File: src/verilog/fhd_pkg.sv
// shared constants of the fixed-head disc controller
package fhd_pkg;

  // ----------------------------------------------------------------
  // word layout (doc bit n of a host word sits at vector index 15-n)
  // ----------------------------------------------------------------
  localparam int unsigned WORD_W = 16;          // host and disc word width
  localparam int unsigned TRACK_W = 9;          // track number, 512 heads
  localparam int unsigned SECTOR_W = 4;         // 16 sectors per track
  localparam int unsigned CMD_BTC_A = 15;       // block channel init, doc bit 0
  localparam int unsigned CMD_PI_EN = 14;       // enable/disable choice, doc bit 1
  localparam int unsigned CMD_PI1 = 13;         // interrupt one select, doc bit 2
  localparam int unsigned CMD_PI2 = 12;         // interrupt two select, doc bit 3
  localparam int unsigned CMD_SEQ = 11;         // sequential flag, doc bit 4
  localparam int unsigned CMD_TRK_HI = 11;      // track field, doc bits 4..12
  localparam int unsigned CMD_TRK_LO = 3;
  localparam int unsigned CMD_SEC_HI = 6;       // sector field, doc bits 9..12
  localparam int unsigned CMD_SEC_LO = 3;
  localparam int unsigned CMD_BTC_B = 2;        // block channel init, doc bit 13
  localparam logic [1:0] CMD_TYPE_SELECT = 2'h3; // doc bits 14,15 = 1,1
  localparam logic [1:0] CMD_TYPE_WRITE = 2'h2;  // doc bits 14,15 = 1,0
  localparam logic [1:0] CMD_TYPE_READ = 2'h1;   // doc bits 14,15 = 0,1
  localparam int unsigned TEST_HI = 15;          // test bits, doc bits 0..6
  localparam int unsigned TEST_LO = 9;

  // ----------------------------------------------------------------
  // geometry and timing
  // ----------------------------------------------------------------
  localparam int unsigned WORDS_PER_SECTOR = 111;
  localparam int unsigned SECTORS_PER_TRACK = 16;
  localparam int unsigned WORDS_PER_TRACK = WORDS_PER_SECTOR * SECTORS_PER_TRACK; // 1776
  localparam int unsigned CLK_HZ = 20000000;     // 20 MHz system clock
  localparam int unsigned CLK_PERIOD_NS = 50;
  localparam int unsigned WORD_RATE_HZ = 112500; // disc word rate
  localparam int unsigned WORD_CYCLES = CLK_HZ / WORD_RATE_HZ; // 177
  localparam int unsigned GAP_TIME_NS = 37200;   // gap between sectors
  localparam int unsigned GAP_CYCLES = (GAP_TIME_NS + CLK_PERIOD_NS - 1) / CLK_PERIOD_NS; // 744

  // ----------------------------------------------------------------
  // register map and event bits
  // ----------------------------------------------------------------
  localparam int unsigned ADDR_W = 4;
  localparam logic [3:0] REG_STATUS = 4'h0;     // sticky events, read only
  localparam logic [3:0] REG_CLEAR = 4'h4;      // write one to clear, write only
  localparam logic [3:0] REG_ENABLE = 4'h8;     // interrupt enables
  localparam logic [3:0] REG_POSITION = 4'hC;   // track, sector, busy, read only
  localparam int unsigned EV_W = 5;
  localparam int unsigned EV_PROG = 0;          // program error
  localparam int unsigned EV_CKSUM = 1;         // checksum error
  localparam int unsigned EV_ROVF = 2;          // read overflow
  localparam int unsigned EV_WOVF = 3;          // write overflow
  localparam int unsigned EV_DONE = 4;          // transfer finished
  localparam logic [4:0] EV_RESET = 5'h00;

  // transfer sequencer states
  typedef enum logic [1:0] {
    FHD_IDLE = 2'b00,
    FHD_WORD = 2'b01,
    FHD_CKSUM = 2'b10,
    FHD_GAP = 2'b11
  } fhd_state_e;

endpackage

File: src/verilog/fhd_checksum.sv
// running sector checksum, sixteen-bit modular sum
`timescale 1ns/100ps
`default_nettype none
module fhd_checksum #(
  parameter int unsigned W = 16
) (
  // clock and reset
  input wire logic clk_i,
  input wire logic reset_i,
  // control and data
  input wire logic clear_i,
  input wire logic add_i,
  input wire logic [W-1:0] word_i,
  output logic [W-1:0] sum_o
);
  logic [W-1:0] next_sum;  // sum after this cycle

  // ----------------------------------------------------------------
  // clear wins over add so a sector always starts from zero
  // ----------------------------------------------------------------
  always_comb begin
    next_sum = sum_o;
    if (clear_i) begin
      next_sum = '0;
    end else if (add_i) begin
      next_sum = sum_o + word_i;
    end
  end

  always_ff @(posedge clk_i) begin
    if (reset_i) begin
      sum_o <= '0;
    end else begin
      sum_o <= next_sum;
    end
  end
endmodule
`default_nettype wire

File: src/verilog/fhd_ctrl.sv
// fixed-head disc control unit: commands, tests, interrupts, data words
//
// Functional notes
// RL1 - four command types: track, write, read, sequential; code decodes three, sequential is a bit 4 flag on write/read
// RL2 - seven tests, skip when condition is reset
// RL3 - test bits 0..3 decoded one-hot
// RL4 - test bits 4..6 one-hot, others ignored
// RL5 - two interrupts, enables set only by commands
// RL6 - bit 1 chooses, bits 2,3 pick interrupts
// RL7 - int one errors, int two overflows
// RL8 - bits 14,15 set: nine-bit track number
// RL9 - bit 4 sequential from four-bit start sector
// RL10 - 14 alone writes, 15 alone reads
// RL11 - 111 words per sector, 16 sectors
// RL12 - about 37.2 us gap between sectors
// RL13 - host wires bits 0,13 to channel init
// RL14 - one word per host transfer each way
// RL15 - nine-bit track spans all 512 heads
// RL16 - checksum appended on write, compared on read
// RL17 - late host word flags overflow
`timescale 1ns/100ps
`default_nettype none
module fhd_ctrl
  import fhd_pkg::*;
(
  // clock and reset
  input wire logic clk_i,
  input wire logic reset_i,
  // command and test instructions
  input wire logic cmd_strobe_i,
  input wire logic [fhd_pkg::WORD_W-1:0] cmd_word_i,
  input wire logic test_strobe_i,
  input wire logic [fhd_pkg::WORD_W-1:0] test_word_i,
  output logic skip_o,
  output logic skip_valid_o,
  output logic btc_init_o,
  // host data transfers
  input wire logic host_wr_strobe_i,
  input wire logic [fhd_pkg::WORD_W-1:0] host_wr_data_i,
  input wire logic host_rd_strobe_i,
  output logic [fhd_pkg::WORD_W-1:0] host_rd_data_o,
  output logic host_rd_avail_o,
  output logic host_wr_request_o,
  // priority interrupts
  output logic pi1_o,
  output logic pi2_o,
  // register port
  input wire logic [fhd_pkg::ADDR_W-1:0] reg_addr_i,
  input wire logic [31:0] reg_wdata_i,
  input wire logic reg_we_i,
  input wire logic reg_re_i,
  output logic [31:0] reg_rdata_o,
  output logic irq_o,
  // disc storage unit
  input wire logic disc_online_i,
  input wire logic disc_protect_i,
  input wire logic [fhd_pkg::WORD_W-1:0] disc_rd_data_i,
  output logic [fhd_pkg::TRACK_W-1:0] disc_track_o,
  output logic [fhd_pkg::SECTOR_W-1:0] disc_sector_o,
  output logic disc_write_o,
  output logic disc_read_o,
  output logic disc_word_o,
  output logic [fhd_pkg::WORD_W-1:0] disc_wr_data_o
);
  import fhd_pkg::*;

  // --
  // state
  // --
  fhd_state_e state, next_state;                  // sequencer
  logic [7:0] tick_cnt, next_tick_cnt;            // word period divider
  logic [6:0] word_idx, next_word_idx;            // word within sector
  logic [9:0] gap_cnt, next_gap_cnt;              // inter-sector gap
  logic [TRACK_W-1:0] next_track;                 // selected track
  logic [SECTOR_W-1:0] next_sector;               // current sector
  logic seq, next_seq;                            // sequential mode
  logic dir_write, next_dir_write;                // transfer direction
  logic pi1_en, next_pi1_en;                      // interrupt one enable
  logic pi2_en, next_pi2_en;                      // interrupt two enable
  logic [WORD_W-1:0] wbuf, next_wbuf;             // word from host
  logic wbuf_full, next_wbuf_full;
  logic [WORD_W-1:0] rbuf, next_rbuf;             // word for host
  logic rbuf_full, next_rbuf_full;                // host word waiting
  logic [WORD_W-1:0] next_host_rd_data;
  logic [WORD_W-1:0] next_disc_wr_data;
  logic [EV_W-1:0] flags, next_flags;             // sticky events
  logic [EV_W-1:0] irq_en, next_irq_en;           // event enables
  logic [EV_W-1:0] ev;                            // events this cycle
  logic [31:0] next_rdata;
  logic next_skip, next_btc_init, next_disc_word;
  logic cks_clear, cks_add;                       // checksum control
  logic [WORD_W-1:0] cks_word, cks_sum;
  logic online, protect;                          // clean pin levels
  logic busy, word_tick;
  logic [6:0] test_cond;                          // conditions, doc bit 0 first

  // --
  // pin synchronisers and checksum
  // --
  fhd_sync u_sync_online (
    .clk_i(clk_i),
    .reset_i(reset_i),
    .pin_i(disc_online_i),
    .level_o(online)
  );

  fhd_sync u_sync_protect (
    .clk_i(clk_i),
    .reset_i(reset_i),
    .pin_i(disc_protect_i),
    .level_o(protect)
  );

  fhd_checksum #(
    .W(WORD_W)
  ) u_checksum (
    .clk_i(clk_i),
    .reset_i(reset_i),
    .clear_i(cks_clear),
    .add_i(cks_add),
    .word_i(cks_word),
    .sum_o(cks_sum)
  );

  // --
  // combinational status
  // --
  assign busy = (state != FHD_IDLE);
  assign word_tick = (tick_cnt == 8'(WORD_CYCLES - 1));
  // skip asked when the named condition holds, i.e. the fault is reset
  assign test_cond = {~flags[EV_PROG], online, ~flags[EV_ROVF], ~flags[EV_WOVF],
                      ~flags[EV_CKSUM], ~protect, ~busy}; // RL2
  assign pi1_o = pi1_en & (flags[EV_PROG] | flags[EV_CKSUM]); // RL7
  assign pi2_o = pi2_en & (flags[EV_ROVF] | flags[EV_WOVF]); // RL7
  assign irq_o = |(flags & irq_en);
  assign host_rd_avail_o = rbuf_full;
  assign host_wr_request_o = busy & dir_write & ~wbuf_full;
  assign disc_write_o = busy & dir_write;
  assign disc_read_o = busy & ~dir_write;
  // the read buffer flag is declared with the other state above

  // --
  // next-state logic for commands, host transfers and the sequencer
  // --
  always_comb begin
    next_state = state;
    next_tick_cnt = tick_cnt;
    next_word_idx = word_idx;
    next_gap_cnt = gap_cnt;
    next_track = disc_track_o;
    next_sector = disc_sector_o;
    next_seq = seq;
    next_dir_write = dir_write;
    next_pi1_en = pi1_en;
    next_pi2_en = pi2_en;
    next_wbuf = wbuf;
    next_wbuf_full = wbuf_full;
    next_rbuf = rbuf;
    next_rbuf_full = rbuf_full;
    next_host_rd_data = host_rd_data_o;
    next_disc_wr_data = disc_wr_data_o;
    next_btc_init = 1'b0;
    next_disc_word = 1'b0;
    cks_clear = 1'b0;
    cks_add = 1'b0;
    cks_word = disc_rd_data_i;
    ev = '0;
    // command word decode
    if (cmd_strobe_i) begin
      if (cmd_word_i[CMD_PI1]) begin
        next_pi1_en = cmd_word_i[CMD_PI_EN]; // RL6 RL5
      end
      if (cmd_word_i[CMD_PI2]) begin
        next_pi2_en = cmd_word_i[CMD_PI_EN]; // RL6 RL5
      end
      // channel init pulse, wired by the host to its channel
      next_btc_init = cmd_word_i[CMD_BTC_A] | cmd_word_i[CMD_BTC_B]; // RL13
      unique case (cmd_word_i[1:0]) // RL1
        CMD_TYPE_SELECT: begin
          if (busy) begin
            ev[EV_PROG] = 1'b1;
          end else begin
            next_track = cmd_word_i[CMD_TRK_HI:CMD_TRK_LO]; // RL8 RL15
          end
        end
        CMD_TYPE_WRITE, CMD_TYPE_READ: begin
          if (busy) begin
            ev[EV_PROG] = 1'b1;
          end else begin
            next_dir_write = (cmd_word_i[1:0] == CMD_TYPE_WRITE); // RL10
            next_seq = cmd_word_i[CMD_SEQ]; // RL9
            next_sector = cmd_word_i[CMD_SEC_HI:CMD_SEC_LO]; // RL9 RL10
            next_state = FHD_WORD;
            next_tick_cnt = '0;
            next_word_idx = '0;
            next_rbuf_full = 1'b0;
            cks_clear = 1'b1;
          end
        end
        default: begin
          // neither bit set: no such command
          ev[EV_PROG] = 1'b1;
        end
      endcase
    end
    // host read transfer: one word per strobe
    if (host_rd_strobe_i) begin
      if (rbuf_full) begin
        next_host_rd_data = rbuf; // RL14
        next_rbuf_full = 1'b0;
      end else begin
        ev[EV_PROG] = 1'b1;
      end
    end
    // host write transfer: one word per strobe
    if (host_wr_strobe_i) begin
      if (busy && dir_write && !wbuf_full) begin
        next_wbuf = host_wr_data_i; // RL14
        next_wbuf_full = 1'b1;
      end else begin
        ev[EV_PROG] = 1'b1;
      end
    end
    // sector sequencer
    unique case (state)
      FHD_IDLE: begin
        next_tick_cnt = '0;
      end
      FHD_WORD, FHD_CKSUM: begin
        next_tick_cnt = word_tick ? 8'h00 : tick_cnt + 8'h01;
        if (word_tick) begin
          next_disc_word = 1'b1;
          if (state == FHD_CKSUM) begin
            if (dir_write) begin
              next_disc_wr_data = cks_sum; // RL16
            end else if (disc_rd_data_i != cks_sum) begin
              ev[EV_CKSUM] = 1'b1; // RL16
            end
            next_state = FHD_GAP;
            next_gap_cnt = '0;
          end else begin
            cks_add = 1'b1;
            if (dir_write) begin
              cks_word = wbuf_full ? wbuf : '0;
              next_disc_wr_data = cks_word;
              next_wbuf_full = 1'b0;
              ev[EV_WOVF] = ~wbuf_full; // RL17
            end else begin
              // host missed the previous word: overwritten
              ev[EV_ROVF] = rbuf_full & ~host_rd_strobe_i; // RL17
              next_rbuf = disc_rd_data_i;
              next_rbuf_full = 1'b1;
            end
            next_word_idx = word_idx + 7'h01;
            if (word_idx == 7'(WORDS_PER_SECTOR - 1)) begin
              next_state = FHD_CKSUM; // RL11
            end
          end
        end
      end
      FHD_GAP: begin
        next_gap_cnt = gap_cnt + 10'h001;
        if (gap_cnt == 10'(GAP_CYCLES - 1)) begin
          // gap over: next sector or done
          if (seq && disc_sector_o != 4'(SECTORS_PER_TRACK - 1)) begin
            next_sector = disc_sector_o + 4'h1; // RL9 RL11
            next_state = FHD_WORD;
            next_word_idx = '0;
            next_tick_cnt = '0;
            cks_clear = 1'b1;
          end else begin
            next_state = FHD_IDLE;
            ev[EV_DONE] = 1'b1;
          end
        end // RL12
      end
      default: begin
        next_state = FHD_IDLE;
      end
    endcase
  end

  // --
  // register port, sticky events, test answer
  // --
  always_comb begin
    next_flags = flags;
    next_irq_en = irq_en;
    next_rdata = 32'h00000000;
    if (reg_we_i && reg_addr_i == REG_CLEAR) begin
      next_flags = flags & ~reg_wdata_i[EV_W-1:0];
    end
    if (reg_we_i && reg_addr_i == REG_ENABLE) begin
      next_irq_en = reg_wdata_i[EV_W-1:0];
    end
    // an event in the clearing cycle is kept
    next_flags = next_flags | ev;
    if (reg_re_i) begin
      unique case (reg_addr_i)
        REG_STATUS: next_rdata = {27'h0000000, flags};
        REG_ENABLE: next_rdata = {27'h0000000, irq_en};
        REG_POSITION: next_rdata = {16'h0000, busy, 2'h0, disc_track_o, disc_sector_o};
        default: next_rdata = 32'h00000000;
      endcase
    end
    // one-hot test word; bits beyond doc bit 6 take no part
    next_skip = |(test_word_i[TEST_HI:TEST_LO] & test_cond); // RL3 RL4
  end

  // --
  // registers
  // --
  always_ff @(posedge clk_i) begin
    if (reset_i) begin
      state <= FHD_IDLE;
      tick_cnt <= 8'h00;
      word_idx <= 7'h00;
      gap_cnt <= 10'h000;
      disc_track_o <= 9'h000;
      disc_sector_o <= 4'h0;
      seq <= 1'b0;
      dir_write <= 1'b0;
      pi1_en <= 1'b0;
      pi2_en <= 1'b0;
      wbuf <= 16'h0000;
      wbuf_full <= 1'b0;
      rbuf <= 16'h0000;
      rbuf_full <= 1'b0;
      host_rd_data_o <= 16'h0000;
      disc_wr_data_o <= 16'h0000;
      flags <= EV_RESET;
      irq_en <= EV_RESET;
      reg_rdata_o <= 32'h00000000;
      skip_o <= 1'b0;
      skip_valid_o <= 1'b0;
      btc_init_o <= 1'b0;
      disc_word_o <= 1'b0;
    end else begin
      state <= next_state;
      tick_cnt <= next_tick_cnt;
      word_idx <= next_word_idx;
      gap_cnt <= next_gap_cnt;
      disc_track_o <= next_track;
      disc_sector_o <= next_sector;
      seq <= next_seq;
      dir_write <= next_dir_write;
      pi1_en <= next_pi1_en;
      pi2_en <= next_pi2_en;
      wbuf <= next_wbuf;
      wbuf_full <= next_wbuf_full;
      rbuf <= next_rbuf;
      rbuf_full <= next_rbuf_full;
      host_rd_data_o <= next_host_rd_data;
      disc_wr_data_o <= next_disc_wr_data;
      flags <= next_flags;
      irq_en <= next_irq_en;
      reg_rdata_o <= next_rdata;
      skip_o <= next_skip;
      skip_valid_o <= test_strobe_i;
      btc_init_o <= next_btc_init;
      disc_word_o <= next_disc_word;
    end
  end
endmodule
`default_nettype wire

File: src/verilog/fhd_sync.sv
// three-stage pin synchroniser with agreement filter
`timescale 1ns/100ps
`default_nettype none
module fhd_sync (
  // clock and reset
  input wire logic clk_i,
  input wire logic reset_i,
  // pin and clean level
  input wire logic pin_i,
  output logic level_o
);
  logic s1, s2, s3;   // stage flops; s1 feeds only s2
  logic next_level;   // filtered level

  // ----------------------------------------------------------------
  // level follows once stage two and three agree
  // ----------------------------------------------------------------
  always_comb begin
    next_level = level_o;
    if (s2 == s3) begin
      next_level = s3;
    end
  end

  always_ff @(posedge clk_i) begin
    if (reset_i) begin
      s1 <= 1'b0;
      s2 <= 1'b0;
      s3 <= 1'b0;
      level_o <= 1'b0;
    end else begin
      s1 <= pin_i;
      s2 <= s1;
      s3 <= s2;
      level_o <= next_level;
    end
  end
endmodule
`default_nettype wire
File: config.mk
export PLATFORM = sky130hd
export DESIGN_NAME = fhd_ctrl
export DESIGN_NICKNAME = d
export VERILOG_FILES = /design/src/verilog/fhd_pkg.sv /design/src/verilog/fhd_checksum.sv /design/src/verilog/fhd_ctrl.sv /design/src/verilog/fhd_sync.sv
export SDC_FILE = /design/constraint.sdc
export NUM_CORES = 1
export LEC_CHECK = 0
export BUFFER_PORTS_ARGS = -buffer_cell sky130_fd_sc_hd__buf_2
export CORE_MARGIN = 3
export CORE_UTILIZATION = 58
export DETAILED_ROUTE_END_ITERATION = 7
export PLACE_DENSITY_LB_ADDON = 0.2
export SLEW_MARGIN = 20
export SYNTH_ARGS = -nofsm -noshare
export SYNTH_HDL_FRONTEND = slang
export SYNTH_SLANG_ARGS = --single-unit
File: constraint.sdc
create_clock -name clk_i -period 5.7 [get_ports clk_i]
set_input_delay 0.285 -clock clk_i [delete_from_list [all_inputs] [get_ports clk_i]]
set_output_delay 0.285 -clock clk_i [all_outputs]
set_load 0.02 [all_outputs]
=== Word level (Yosys, flattened, before mapping) ===
Cells that the tools add are included.

* Add/subtract/negate cells: 5
* Equal/unequal tests: 18
* Mux-type cells: 86
* Bitwise logic cells: 27
* Reduce and logical (&&, ||, !) cells: 28

{| class="wikitable"
|+ Operators by type and width
! cell !! count
|-
| $mux 16 || 8
|-
| $mux 7 || 7
|-
| $mux 8 || 6
|-
| $pmux 16 s3 || 1
|-
| $mux 1 || 41
|-
| $mux 4 || 6
|-
| $pmux 8 s3 || 1
|-
| $mux 10 || 2
|-
| $pmux 10 s2 || 1
|-
| $add 16x16->16 || 1
|-
| $mux 2 || 8
|-
| $ne 16x16->1 || 1
|-
| $pmux 7 s2 || 1
|-
| $not 1->1 || 13
|-
| $reduce_and 3->1 || 4
|-
| $reduce_or 2->1 || 6
|-
| $add 10x1->10 const B || 1
|-
| $and 5x5->5 || 2
|-
| $eq 10x10->1 const B || 1
|-
| $add 8x1->8 const B || 1
|-
| $eq 2x2->1 const B || 4
|-
| $eq 4x4->1 const B || 2
|-
| $eq 8x8->1 const B || 1
|-
| $reduce_and 2->1 || 4
|-
| other kinds (25) || 41
|}

* Register bits after elaboration: 180
* Logic and storage cells: 196

=== Longest topological paths before layout ===
Gate-level depths: netlist of run 1.

* Word-level depth: 10
* Depth in mapped cells: 17

=== Cells and area by module ===
From an unflattened synthesis of run 1, not the netlist that was laid out.

* Cell total of the unflattened synthesis: 985
* Area total of the unflattened synthesis: 7,910.1 µm²

{| class="wikitable"
|+ Modules (own cells, without submodules)
! module !! times used !! cells an instance !! area each (µm²) !! seq. area each (µm²)
|-
| fhd_ctrl || 1 || 811 || 6,354.8 || 2,762.6
|-
| fhd_checksum || 1 || 154 || 1,330.0 || 320.3
|-
| fhd_sync || 2 || 10 || 112.6 || 80.1
|}

=== Worst setup path before layout of run 1 ===
No wires, ideal clock.

* Path type: register -> register
* Start point: register tick_cnt[0]
* End point: register u_checksum.sum_o[15]
* Data arrival time: 3.169 ns
* Setup slack: 2.465 ns
* Cell stages (with the launch flop): 17
* Buffers on the path: 1
* Period minus slack after synthesis: 3.235 ns
* Path through: dfxtp_1 > inv_1 > ha_1 > and4b_1 > nand2_1 > nor3_1 > buf_2 > nand3_1 > o21ai_0 > ha_1 > a211oi_1 > o211ai_2 > a41oi_2 > a31oi_1 > xnor2_1 > or3_1 > a21oi_2

* Word-level cells in the longest chain between the ends: 4
* Elaborated cells between the ends (all ways): 6
* Classes of those cells: add/sub (1); eq/ne (1); mux (4)

{| class="wikitable"
|+ RTL lines
! element !! line !! RTL
|-
| from (decl) || fhd_ctrl.sv:71 || <nowiki>logic [7:0] tick_cnt, next_tick_cnt;</nowiki>
|-
| from (signal assigned) || fhd_ctrl.sv:340 || <nowiki>tick_cnt <= next_tick_cnt;</nowiki>
|-
| $eq 8x8->1 (*) || fhd_ctrl.sv:129 || <nowiki>assign word_tick = (tick_cnt == 8'(WORD_CYCLES - 1));</nowiki>
|-
| $mux 16 || fhd_ctrl.sv:231 || <nowiki>if (word_tick) begin</nowiki>
|-
| $mux 16 || fhd_ctrl.sv:225 || <nowiki>unique case (state)</nowiki>
|-
| $add 16x16->16 || fhd_checksum.sv:26 || <nowiki>next_sum = sum_o + word_i;</nowiki>
|-
| to (signal assigned) || fhd_checksum.sv:34 || <nowiki>sum_o <= next_sum;</nowiki>
|-
| to (decl) || fhd_checksum.sv:14 || <nowiki>output logic [W-1:0] sum_o</nowiki>
|}

Mark *: on every way between the ends. The rest lies on a longest branch, timed or not.
A chain may end at the register's enable or synchronous reset.

=== Worst setup path in the final report of run 1 ===
* Start point: register tick_cnt[0]
* End point: register u_checksum.sum_o[14]

Same word-level chain as after synthesis.

==> summary.md, run 1 <==
| Metric | Value |
|---|---|
| Max cap viols | `0` |
| Max-slew violations | `0` |
| Total gr overflow | `0` |
| Worst setup margin | `1.894 ns` |
| Post-layout min period | `approximately 3.8 ns` |
| Power, Total | `roughly 2.5 mW` |
| Final Routed Wirelength | `between 20000 and 25000 um` |
| Antenna violations before repair | `1` |
| Htree depth | `4` |
| Final setup viols | `0` |
| Dominant synthesized flop cell | `dfxtp_1` |
| Commonest cells post-synth | `nand2_1 (189), dfxtp_1 (162), a21oi_1 (130)` |
| Cts hold-fix bufs | `0` |
| Worst slew margin | `30.90%` |
| Post-synth EDFFs | `0` |
| DR WL/cell | `15.97 um` |
| Initial Utilization | `between 50% and 60%` |
| Fillers | `roughly 1100` |
| Cell with the most instances after synthesis | `nand2_1` |
| Site Rows | `between 40 and 50` |
| Worst r2r dst | `u_checksum.sum_o[14]$_SDFFE_PP0P_` |
| Final #Nets | `~1300` |
| GPL Wtd Cong | `slightly above 0.9` |
| Clk slew on worst S/H paths | `approximately 0.070 ns` |
| Crit path arrival time | `approximately 4.2 ns` |
| Drt drc | `0` |
| First-pass GRT wire length | `roughly 32000 um` |
| Area Overhead vs Synth | `16.10%` |
| Startpoint Class | `flip-flop` |
| Worst-Margin Slew | `1.035 ns` |
| Buf/Inv on CP | `2` |
| Synthesized area | `approximately 0.0079 mm2` |
| Post-Synth Simple-Gate Area | `about a quarter` |
| Status | `completed` |
| Synth Area in Adders | `4.987%` |
| I/O Pins | `between 150 and 200` |
| Latest clock arrival within the worst-skew pair | `between 0.4 and 0.5 ns` |
| Skew final | `roughly 0.0091 ns` |
| Die Ht | `around 120 um` |
| Critical R2R Launch | `tick_cnt[0]$_SDFF_PP0_` |
| FF+latch count, synth | `162` |
| Post-Syn Area per Cell | `just under 8 um2` |
| Synth unique cells | `60` |
| Critical path data required time | `around 6.1 ns` |
| Static Leakage | `3.783 nW` |
| Drt pass-1 iters | `5` |
| Vias/cell | `between 5 and 6` |
| CTS resizes | `0` |
| Part of the cycle the worst path needs | `between 60% and 70%` |
| Delay-heaviest family, CP | `simple AND/OR/NAND/NOR gates` |
| DRT iter0 DRCs | `approximately 460` |
| Min-delay src | `disc_online_i` |
| Post-synthesis mux area share | `roughly 1.3%` |
| Maximum vdd drop | `0.0002221 V` |
| Crit Path Max Fanout | `30` |
| Hold_ws | `approximately 0.067 ns` |
| Crit-path slowest cell | `o311ai_1` |
| Syn Inst Count | `roughly 1000` |
| Core box area | `0.01330 mm2` |
| CTS Buf Count | `17` |
| Most used cell, CP | `nand3_1` |
| Critical path class | `reg -> reg` |
| Post-synth ARST share | `0%` |
| Seq/Total Area, Yosys | `40.91%` |
| Final Hold Vio Count | `0` |
| Worst-path cell chain | `inv_1 > ha_1 > and4b_1 > nand2_1 > nor3_2 > buf_4 > nand3_1 > o21ai_0 > ha_1 > fa_1 > a21oi_1 > o211ai_2 > nand3_1 > o311ai_1 > xor2_1 > nand3_1 > a21oi_1` |
| Maximum root-to-sink buffer count | `2` |
| GRT Overall Usage | `27.05%` |
| Synth Area in XOR/XNOR | `under 10%` |
| Slowest cell delay on critical path | `roughly 0.34 ns` |
| Die W | `about 120 um` |
| Detail Placement HPWL | `around 15000 um` |
| Antenna Violating Nets Remaining | `0` |
| Vias | `between 7000 and 8000` |
| Worst hold stages | `2` |
| Setup TNS | `0 ns` |
| YS warnings | `0` |
| WHS Endpoint | `u_sync_online.s1$_SDFF_PP0_` |
| Layout cell share with drive strength beyond 1 | `between 10% and 20%` |
| Worst slack at placement | `2.006 ns` |
| Post-route insts no fill | `1308` |
| Class of the worst hold path | `in -> reg` |
| Clock sink total | `between 150 and 200` |
| Share of the synthesized area in the top cell type | `between 40 and 50%` |
| Most area-hungry cell type in the Yosys netlist | `dfxtp_1` |
| CP Capture Type | `flip-flop` |
| Placed insts | `between 1000 and 1500` |
| Die area | `~0.015 mm2` |
| Largest family of logic cells by synthesized area | `simple AND/OR/NAND/NOR gates` |
| Synth Area in Compound Gates | `a little under a fifth` |
| CTS tree | `built` |
| Post-CTS setup buffers | `0` |
| Cell count of the worst reg-to-reg path | `17` |
| Ranking of synthesized cells by area | `dfxtp_1 (41%), nand2_1 (8.9%), a21oi_1 (8.2%), ha_1 (4.7%), nor2_1 (3.7%)` |
| Root buf cell | `clkbuf_16` |
| Port Buf Inserts | `143` |
| Fmax | `around 0.26 GHz` |
| Reg-to-reg setup timing slack | `about 1.9 ns` |
| Largest net degree at the start of global routing | `slightly above 60` |
| RSZ-0062 raised after global routing | `no` |
| # diodes | `0` |
| Via count of the first global-routing pass | `roughly 6800` |
| Cell Pwr Density | `about 270 mW/mm2` |
[state kept, by name, summed over array words and instances (netlist names), 2 cells and up]
signal,count
disc_wr_data_o,16
host_rd_data_o,16
rbuf,16
u_checksum.sum_o,16
wbuf,16
reg_rdata_o,14
gap_cnt,10
disc_track_o,9
tick_cnt,8
word_idx,7
flags,5
irq_en,5
disc_sector_o,4
state,2
[final cells by class]
class | instances | area, um2 | share of cell area [%]
Timing Repair Buffer | 148 | 755.7 | 8.211
Sequential cell | 162 | 3243 | 35.24
Clock inverter | 15 | 168.9 | 1.835
Clock buffer | 17 | 425.4 | 4.622
Inverter | 36 | 135.1 | 1.468
Tap cell | 176 | 220.2 | 2.393
Multi-Input combinational cell | 754 | 4255 | 46.23
[per-stage QoR]
stage	instance area [um2]	utilization, %
after floorplan	7991	-
after global placement	8605	64.72
after global routing	9204	69.23
after detailed placement	8605	64.72
final	9204	69.23
after CTS	9199	69.19
[cells by family after synthesis]
logic type / count (synthesis)
mux: 10
fa+ha+maj: 31
buf+inv: 106
flops: 162
compound gates: 254
other cells: 1
xor+xnor: 35
simple gates: 406
[where the power goes]
group | switching (mW) | internal (mW)
Sequential | 0.00930 | 1.14
Combinational | 0.114 | 0.0594
Clock | 0.499 | 0.658
[cell usage in the layout (no fill, tap or decap), types with 6 or more instances in the layout]
cell type,synthesis,final
buf_4,20,6
and3_1,26,26
ha_1,30,30
a31oi_1,12,12
o21ai_0,52,52
nand2_1,189,189
nand4_1,9,9
inv_1,36,36
xnor2_1,24,24
inv_6,0,6
conb_1,1,18
nor3_1,10,9
a21oi_1,130,130
and2_1,14,14
buf_2,6,142
dfxtp_1,162,162
a211oi_1,18,18
nor2_1,79,78
clkbuf_16,0,17
nor2b_1,9,9
nand3_1,41,41
xor2_1,11,11
a22oi_1,10,10
[worst reg2reg max path: cells and delay by family, from the launching register on]
| kind | cells | cell delay, ns |
|---|---|---|
| buffers and inverters | 2 | 0.41 |
| AND/OR/NAND/NOR | 6 | 1.12 |
| adder cells (fa/ha/maj) | 3 | 0.61 |
| XOR/XNOR | 1 | 0.17 |
| AO/OA/AOI/OAI | 5 | 1.10 |
| flip-flops | 1 | 0.32 |
[worst max-delay path by stage]
stage,slack [ns],from,to,depth (start not counted)
after detailed placement,2.01,tick_cnt[0]$_SDFF_PP0_,u_checksum.sum_o[15]$_SDFFE_PP0P_,16
after global placement,2.06,tick_cnt[0]$_SDFF_PP0_,u_checksum.sum_o[15]$_SDFFE_PP0P_,16
after global routing,1.54,tick_cnt[0]$_SDFF_PP0_,u_checksum.sum_o[15]$_SDFFE_PP0P_,16
after CTS,1.97,tick_cnt[0]$_SDFF_PP0_,u_checksum.sum_o[15]$_SDFFE_PP0P_,16
final,1.89,tick_cnt[0]$_SDFF_PP0_,u_checksum.sum_o[14]$_SDFFE_PP0P_,17
after floorplan,2.46,tick_cnt[0]$_SDFF_PP0_,u_checksum.sum_o[15]$_SDFFE_PP0P_,16
[per-layer routing]
layer / track usage, % / vias to the layer above / part of all wire [%]
met4: 11.62 / 2 / 3.6
met1: 33.35 / 3505 / 42
met2: 45.81 / 263 / 48
met3: 5.627 / 54 / 6.0
li1: - / 3658 / -
met5: 0 / - / 0.034
Note: power is estimated with default switching activity, not from simulation.
==> run 2, diff against run 1 <==
--- a/config.mk
+++ b/config.mk
@@ -7,7 +7,7 @@
 export LEC_CHECK = 0
 export BUFFER_PORTS_ARGS = -buffer_cell sky130_fd_sc_hd__buf_2
 export CORE_MARGIN = 3
-export CORE_UTILIZATION = 58
+export CORE_UTILIZATION = 48
 export DETAILED_ROUTE_END_ITERATION = 7
 export PLACE_DENSITY_LB_ADDON = 0.2
 export SLEW_MARGIN = 20
==> constraint.sdc (replaced) <==
create_clock -name clk_i -period 3.1 [get_ports clk_i]
set_input_delay 0.155 -clock clk_i [delete_from_list [all_inputs] [get_ports clk_i]]
set_output_delay 0.155 -clock clk_i [all_outputs]
set_load 0.02 [all_outputs]
==> summary.md, run 2 (synthesis gave the netlist of run 1 again) <==
| Metric | Value |
|---|---|
| Crit Path Max Fanout | `5 (-83%)` |
| Layout cell share with drive strength beyond 1 | `24.82% (+7.1 points)` |
| WHS Endpoint | `disc_track_o[0]$_SDFFE_PP0P_` |
| Final Routed Wirelength | `22960 um (+9.9%)` |
| Max-slew violations | `0 (unchanged)` |
| Via count of the first global-routing pass | `7308 (+7.1%)` |
| DRT met1 WL | `9797 um (+11%)` |
| Worst-path cell chain | `inv_2 > ha_2 > and4b_1 > nand2_2 > nor3_4 > buf_6 > nand3_1 > o21ai_2 > ha_4 > a211oi_4 > o211ai_2 > a41oi_2 > a31oi_1 > xnor2_1 > or3_1 > a21oi_2` |
| Internal power | `3.478 mW (+87%)` |
| Die area | `0.01809 mm2 (+20%)` |
| Final #Nets | `1353 (+7.4%)` |
| CTS tree | `built` |
| Worst slack at placement | `-0.08819 ns (-2.094 ns)` |
| Clock sink total | `162 (unchanged)` |
| Fillers | `1402 (+23%)` |
| Placed insts | `1361 (+6.7%)` |
| Clk slew on worst S/H paths | `0.07 ns (about the same)` |
| Delay-heaviest family, CP | `simple AND/OR/NAND/NOR gates` |
| Worst r2r dst | `u_checksum.sum_o[15]$_SDFFE_PP0P_` |
| Met3 WL | `1211 um (-3.1%)` |
| Maximum root-to-sink buffer count | `2 (unchanged)` |
| Drt drc | `0 (unchanged)` |
| Initial Utilization | `49.55% (-10 points)` |
| Power share of the sequential group | `45.4% (-1.0 points)` |
| I/O Pins | `198 (unchanged)` |
| Core box area | `0.01600 mm2 (+20%)` |
| Vias | `7802 (+4.3%)` |
| Antenna violations before repair | `0 (-1)` |
| NetSw | `1.183 mW (+90%)` |
| DRT iter0 DRCs | `485 (+4.5%)` |
| Met2 wire length | `11380 um (+13%)` |
| Crit path arrival time | `3.64 ns (-0.52 ns)` |
| Area Overhead vs Synth | `31.06%` |
| Hold_ws | `0.009922 ns (-0.05709 ns)` |
| Worst-Margin Slew | `0.9804 ns (-0.05476 ns)` |
| Critical path depth in cells | `16 (-1)` |
| GPL Wtd Cong | `0.9065 (-2.4%)` |
| Die Ht | `134.5 um (+9.4%)` |
| Skew final | `0.009177 ns (+0.00008868 ns)` |
| Clock Power Share | `46.0% (-0.6 points)` |
| Failing checks | `negative setup slack` |
| Worst hold stages | `3 (+1)` |
| Worst slew margin | `34.64% (+3.7 points)` |
| Class of the worst hold path | `in -> reg` |
| Cell Pwr Density | `448.6 mW/mm2 (+66%)` |
| CTS Buf Count | `17 (unchanged)` |
| Post-route insts no fill | `1441 (+10%)` |
| Max Used Layer | `met4` |
| Crit-path slowest cell | `or3_1` |
| Antenna Violating Nets Remaining | `0 (unchanged)` |
| GRT Overall Usage | `24.19% (-2.9 points)` |
| Reg-to-reg setup timing slack | `-0.17 ns (-2.07 ns)` |
| Slowest cell delay on critical path | `0.36 ns (+0.02 ns)` |
| Vias/cell | `5.414 (-5.3%)` |
| Cell count of the worst reg-to-reg path | `16 (-1)` |
| Power, Total | `4.661 mW (+88%)` |
| Setup TNS | `-0.3788 ns (-0.3788 ns)` |
| Buf/Inv on CP | `2 (unchanged)` |
| Critical path class | `reg -> reg` |
| Final setup viols | `5 (+5)` |
| # diodes | `0 (unchanged)` |
| Part of the cycle the worst path needs | `105.6% (+39 points)` |
| Site Rows | `46 (+9.5%)` |
| Commonest non-fill, non-tap cell in the layout | `nand2_1` |
| Latest clock arrival within the worst-skew pair | `0.43 ns (about the same)` |
| CP Capture Type | `flip-flop` |
| Die W | `134.5 um (+9.4%)` |
| Detail Placement HPWL | `15880 um (+8.0%)` |
| Maximum vdd drop | `0.0003780 V (+70%)` |
| Min-delay src | `cmd_word_i[3]` |
| Total gr overflow | `0 (unchanged)` |
| Most frequent cells in the layout | `nand2_1 (187), dfxtp_1 (160), buf_2 (142)` |
| Final Hold Vio Count | `0 (unchanged)` |
| Post-layout min period | `3.274 ns (-0.5314 ns)` |
| DR WL/cell | `15.93 um (-0.23%)` |
| Startpoint Class | `flip-flop` |
| Status | `finished with violations` |
| Htree depth | `4 (unchanged)` |
| Static Leakage | `4.255 nW (+12%)` |
| Max cap viols | `0 (unchanged)` |
| Worst setup margin | `-0.1744 ns (-2.069 ns)` |
| Sw Ratio | `25.39% (+0.32 points)` |
| Root buf cell | `clkbuf_16` |
| Drt pass-1 iters | `5 (unchanged)` |
| Critical path data required time | `3.47 ns (-2.58 ns)` |
| Critical R2R Launch | `tick_cnt[1]$_SDFF_PP0_` |
| RSZ-0062 raised after global routing | `yes` |
| Share of total power in combinational logic | `8.6% (+1.6 points)` |
| Port Buf Inserts | `143 (unchanged)` |
| Fmax | `0.3054 GHz (+16%)` |
| First-pass GRT wire length | `35600 um (+9.6%)` |
| Largest net degree at the start of global routing | `91 (+47%)` |
run 2: final cells by class:
type	count	area (um2)	area share (%)
repair buffers	241	1573	15.14
multi-input cells	754	4568	43.97
clock buffers	18	429.2	4.131
inverters	36	135.1	1.301
clock inverters	14	168.9	1.626
well taps	216	270.3	2.601
flip-flops and latches	162	3246	31.24
run 2: power by group through the flow:
stage,sequential (mW),clock [mW],combinational (mW)
final,2.11,2.15,0.401
after global routing,2.12,2.25,0.434
after detailed placement,2.16,0,0.334
after CTS,2.11,2.17,0.373
after global placement,2.16,0,0.332
after floorplan,2.17,0,0.211
run 2: repair_timing:
| item | CTS | global route |
|---|---|---|
| resized for setup | 8 | 70 |
| buffers inserted | 4 | 7 |
| endpoints found under the hold margin | 37 | 0 |
| cloned | 0 | 1 |
| hold buffers | 37 | 0 |
| setup endpoints to repair | 6 | 9 |
| pin swaps | 4 | 41 |
run 2: worst max-delay path by stage:
| stage | start | to | slack (ns) |
|---|---|---|---|
| after global placement | tick_cnt[0]$_SDFF_PP0_ | u_checksum.sum_o[15]$_SDFFE_PP0P_ | -0.02 |
| final | tick_cnt[1]$_SDFF_PP0_ | u_checksum.sum_o[15]$_SDFFE_PP0P_ | -0.17 |
| after CTS | tick_cnt[0]$_SDFF_PP0_ | u_checksum.sum_o[15]$_SDFFE_PP0P_ | -0.04 |
| after detailed placement | tick_cnt[0]$_SDFF_PP0_ | u_checksum.sum_o[15]$_SDFFE_PP0P_ | -0.09 |
| after floorplan | state[1]$_SDFF_PP0_ | u_checksum.sum_o[15]$_SDFFE_PP0P_ | 0.007 |
| after global routing | tick_cnt[1]$_SDFF_PP0_ | u_checksum.sum_o[15]$_SDFFE_PP0P_ | -0.30 |
run 2: tightest hold or removal path: stages:
cell	delay [ns]
buf_2	0.12
nand2_1	0.06
a21oi_1	0.05
run 2: per-layer routing:
metal / GRT usage, % / vias to the layer above
met3: 4.844 / 49
met5: 0 / -
li1: - / 3844
met2: 42.09 / 241
met1: 29.90 / 3668
met4: 8.484 / 0
run 2: per-stage QoR:
step	util, %	instance area (um2)
after floorplan	-	8009
after global placement	56.23	8997
after detailed placement	56.23	8997
after CTS	62.59	10010
after global routing	64.94	10390
final	64.94	10390
==> run 3, diff against run 2 <==
--- a/config.mk
+++ b/config.mk
@@ -9,7 +9,7 @@
 export CORE_MARGIN = 3
 export CORE_UTILIZATION = 48
 export DETAILED_ROUTE_END_ITERATION = 7
-export PLACE_DENSITY_LB_ADDON = 0.2
+export PLACE_DENSITY = 0.79
 export SLEW_MARGIN = 20
 export SYNTH_ARGS = -nofsm -noshare
 export SYNTH_HDL_FRONTEND = slang
==> summary.md, run 3 (synthesis gave the netlist of run 1 again) <==
| Metric | Value |
|---|---|
| Status | `finished with violations` |
| Failing checks | `negative setup slack` |
| Most frequent cells in the layout | `nand2_1 (187), dfxtp_1 (160), buf_2 (142)` |
| Part of the cycle the worst path needs | `107.5% (+1.9 points)` |
| Startpoint Class | `flip-flop` |
| GPL Wtd Cong | `0.9684 (+6.8%)` |
| Antenna Violating Nets Remaining | `0 (unchanged)` |
| Met2 wire length | `11560 um (+1.6%)` |
| Static Leakage | `4.289 nW (+0.78%)` |
| Met3 WL | `1693 um (+40%)` |
| Post-layout min period | `3.332 ns (+0.05783 ns)` |
| Vias/cell | `5.576 (+3.0%)` |
| Max cap viols | `0 (unchanged)` |
| Clock sink total | `162 (unchanged)` |
| Worst-Margin Slew | `0.7980 ns (-0.1824 ns)` |
| Cell Pwr Density | `447.9 mW/mm2 (-0.17%)` |
| Layout cell share with drive strength beyond 1 | `24.10% (-0.71 points)` |
| Worst setup margin | `-0.2322 ns (-0.05783 ns)` |
| First-pass GRT wire length | `36560 um (+2.7%)` |
| Drt drc | `0 (unchanged)` |
| Commonest non-fill, non-tap cell in the layout | `nand2_1` |
| Crit Path Max Fanout | `5 (unchanged)` |
| Die W | `134.5 um (unchanged)` |
| Power, Total | `4.589 mW (-1.5%)` |
| GRT Overall Usage | `24.84% (+0.65 points)` |
| Final Routed Wirelength | `23850 um (+3.9%)` |
| Port Buf Inserts | `143 (unchanged)` |
| Latest clock arrival within the worst-skew pair | `0.43 ns (about the same)` |
| Class of the worst hold path | `in -> reg` |
| Via count of the first global-routing pass | `7456 (+2.0%)` |
| Final setup viols | `4 (-1)` |
| DR WL/cell | `16.51 um (+3.7%)` |
| Final Hold Vio Count | `0 (unchanged)` |
| I/O Pins | `198 (unchanged)` |
| RSZ-0062 raised after global routing | `yes` |
| Htree depth | `4 (unchanged)` |
| Area Overhead vs Synth | `29.26%` |
| DRT iter0 DRCs | `755 (+56%)` |
| # diodes | `0 (unchanged)` |
| Fmax | `0.3001 GHz (-1.7%)` |
| Vias | `8052 (+3.2%)` |
| Post-route insts no fill | `1444 (+0.21%)` |
| Detail Placement HPWL | `15610 um (-1.7%)` |
| Core box area | `0.01600 mm2 (unchanged)` |
| Critical path class | `reg -> reg` |
| DRT met1 WL | `9572 um (-2.3%)` |
| Reg area | `0.003246 mm2 (unchanged)` |
| Clk slew on worst S/H paths | `0.07 ns (about the same)` |
| Max Used Layer | `met5` |
| Crit path arrival time | `3.69 ns (+0.05 ns)` |
| Worst slew margin | `46.80% (+12 points)` |
| Maximum root-to-sink buffer count | `2 (unchanged)` |
| Antenna violations before repair | `1 (+1)` |
| CP Capture Type | `flip-flop` |
| Root buf cell | `clkbuf_16` |
| Drt pass-1 iters | `6 (+1)` |
| Initial Utilization | `49.55% (unchanged)` |
| Setup TNS | `-0.4798 ns (-0.1009 ns)` |
| CTS Buf Count | `17 (unchanged)` |
| Final #Nets | `1356 (+0.22%)` |
| Critical path data required time | `3.46 ns (about the same)` |
| Hold_ws | `0.003207 ns (-0.006715 ns)` |
| Maximum vdd drop | `0.0004174 V (+10%)` |
| Fillers | `1326 (-5.4%)` |
| CTS tree | `built` |
| Max-slew violations | `0 (unchanged)` |
| Site Rows | `46 (unchanged)` |
| Placed insts | `1358 (-0.22%)` |
| Largest net degree at the start of global routing | `81 (-11%)` |
| Post-Route Utilization | `64.04% (-0.89 points)` |
| Skew final | `0.005842 ns (-0.003335 ns)` |
| Die area | `0.01809 mm2 (unchanged)` |
| Total gr overflow | `0 (unchanged)` |
| Die Ht | `134.5 um (unchanged)` |
| Multi-input gate area | `0.004433 mm2 (-3.0%)` |
run 3: metrics by stage:
step	setup WS [ns]	area (um2)
after floorplan	0.006869	8009
after global placement	-0.06388	8987
after detailed placement	-0.1233	8987
after CTS	-0.1514	9982
after global routing	-0.3935	10250
final	-0.2322	10250
run 3: final cells by class:
cell class	count	area share, %
repair buffers	244	15.49
clock inverters	15	1.465
clock buffers	17	4.151
well taps	216	2.637
inverters	36	1.319
flip-flops and latches	162	31.67
multi-input cells	754	43.26
run 3: path summary, 6_finish.rpt:
kind	end	from	cells past startpoint	slack, ns
min	rbuf[13]$_SDFFE_PP0P_	disc_rd_data_i[13]	3	0.003
min reg2reg	u_sync_online.s2$_SDFF_PP0_	u_sync_online.s1$_SDFF_PP0_	1	0.44
max	u_checksum.sum_o[15]$_SDFFE_PP0P_	tick_cnt[0]$_SDFF_PP0_	17	-0.23
max reg2reg	u_checksum.sum_o[15]$_SDFFE_PP0P_	tick_cnt[0]$_SDFF_PP0_	17	-0.23
run 3: layer usage:
| metal | up-vias | global-route usage (%) |
|---|---|---|
| li1 | 3844 | - |
| met1 | 3750 | 30.24 |
| met2 | 366 | 42.26 |
| met3 | 90 | 6.148 |
| met4 | 2 | 10.01 |
| met5 | - | 0 |
run 3: critical path: stages, from the launching register on:
cell,delay (ns)
dfxtp_2,0.32
inv_2,0.05
ha_2,0.15
and4b_1,0.24
nand2_2,0.09
nor3_4,0.19
buf_6,0.15
buf_6,0.13
nand3_1,0.12
o21ai_1,0.12
ha_1,0.31
a21oi_1,0.18
o21ai_1,0.10
a41oi_2,0.27
a31oi_1,0.17
xnor2_1,0.18
or3_1,0.34
a21oi_2,0.14
run 3: timing repair:
| item | 4_1_cts | 5_1_grt |
|---|---|---|
| cloned | 1 | 1 |
| setup buffers | 2 | 17 |
| resized for setup | 19 | 39 |
| hold buffers | 33 | 2 |
| hold endpoints to repair | 33 | 2 |
| pin swaps | 8 | 19 |
| endpoints found under the setup margin | 4 | 7 |
run 3: power by group:
| group | internal, mW | leakage (nW) | switching [mW] | total, mW |
|---|---|---|---|---|
| Sequential | 2.10 | 1.31 | 0.0154 | 2.12 |
| Clock | 1.13 | 0.284 | 0.948 | 2.08 |
| Combinational | 0.161 | 2.70 | 0.234 | 0.396 |
| Total | 3.39 | 4.29 | 1.20 | 4.59 |
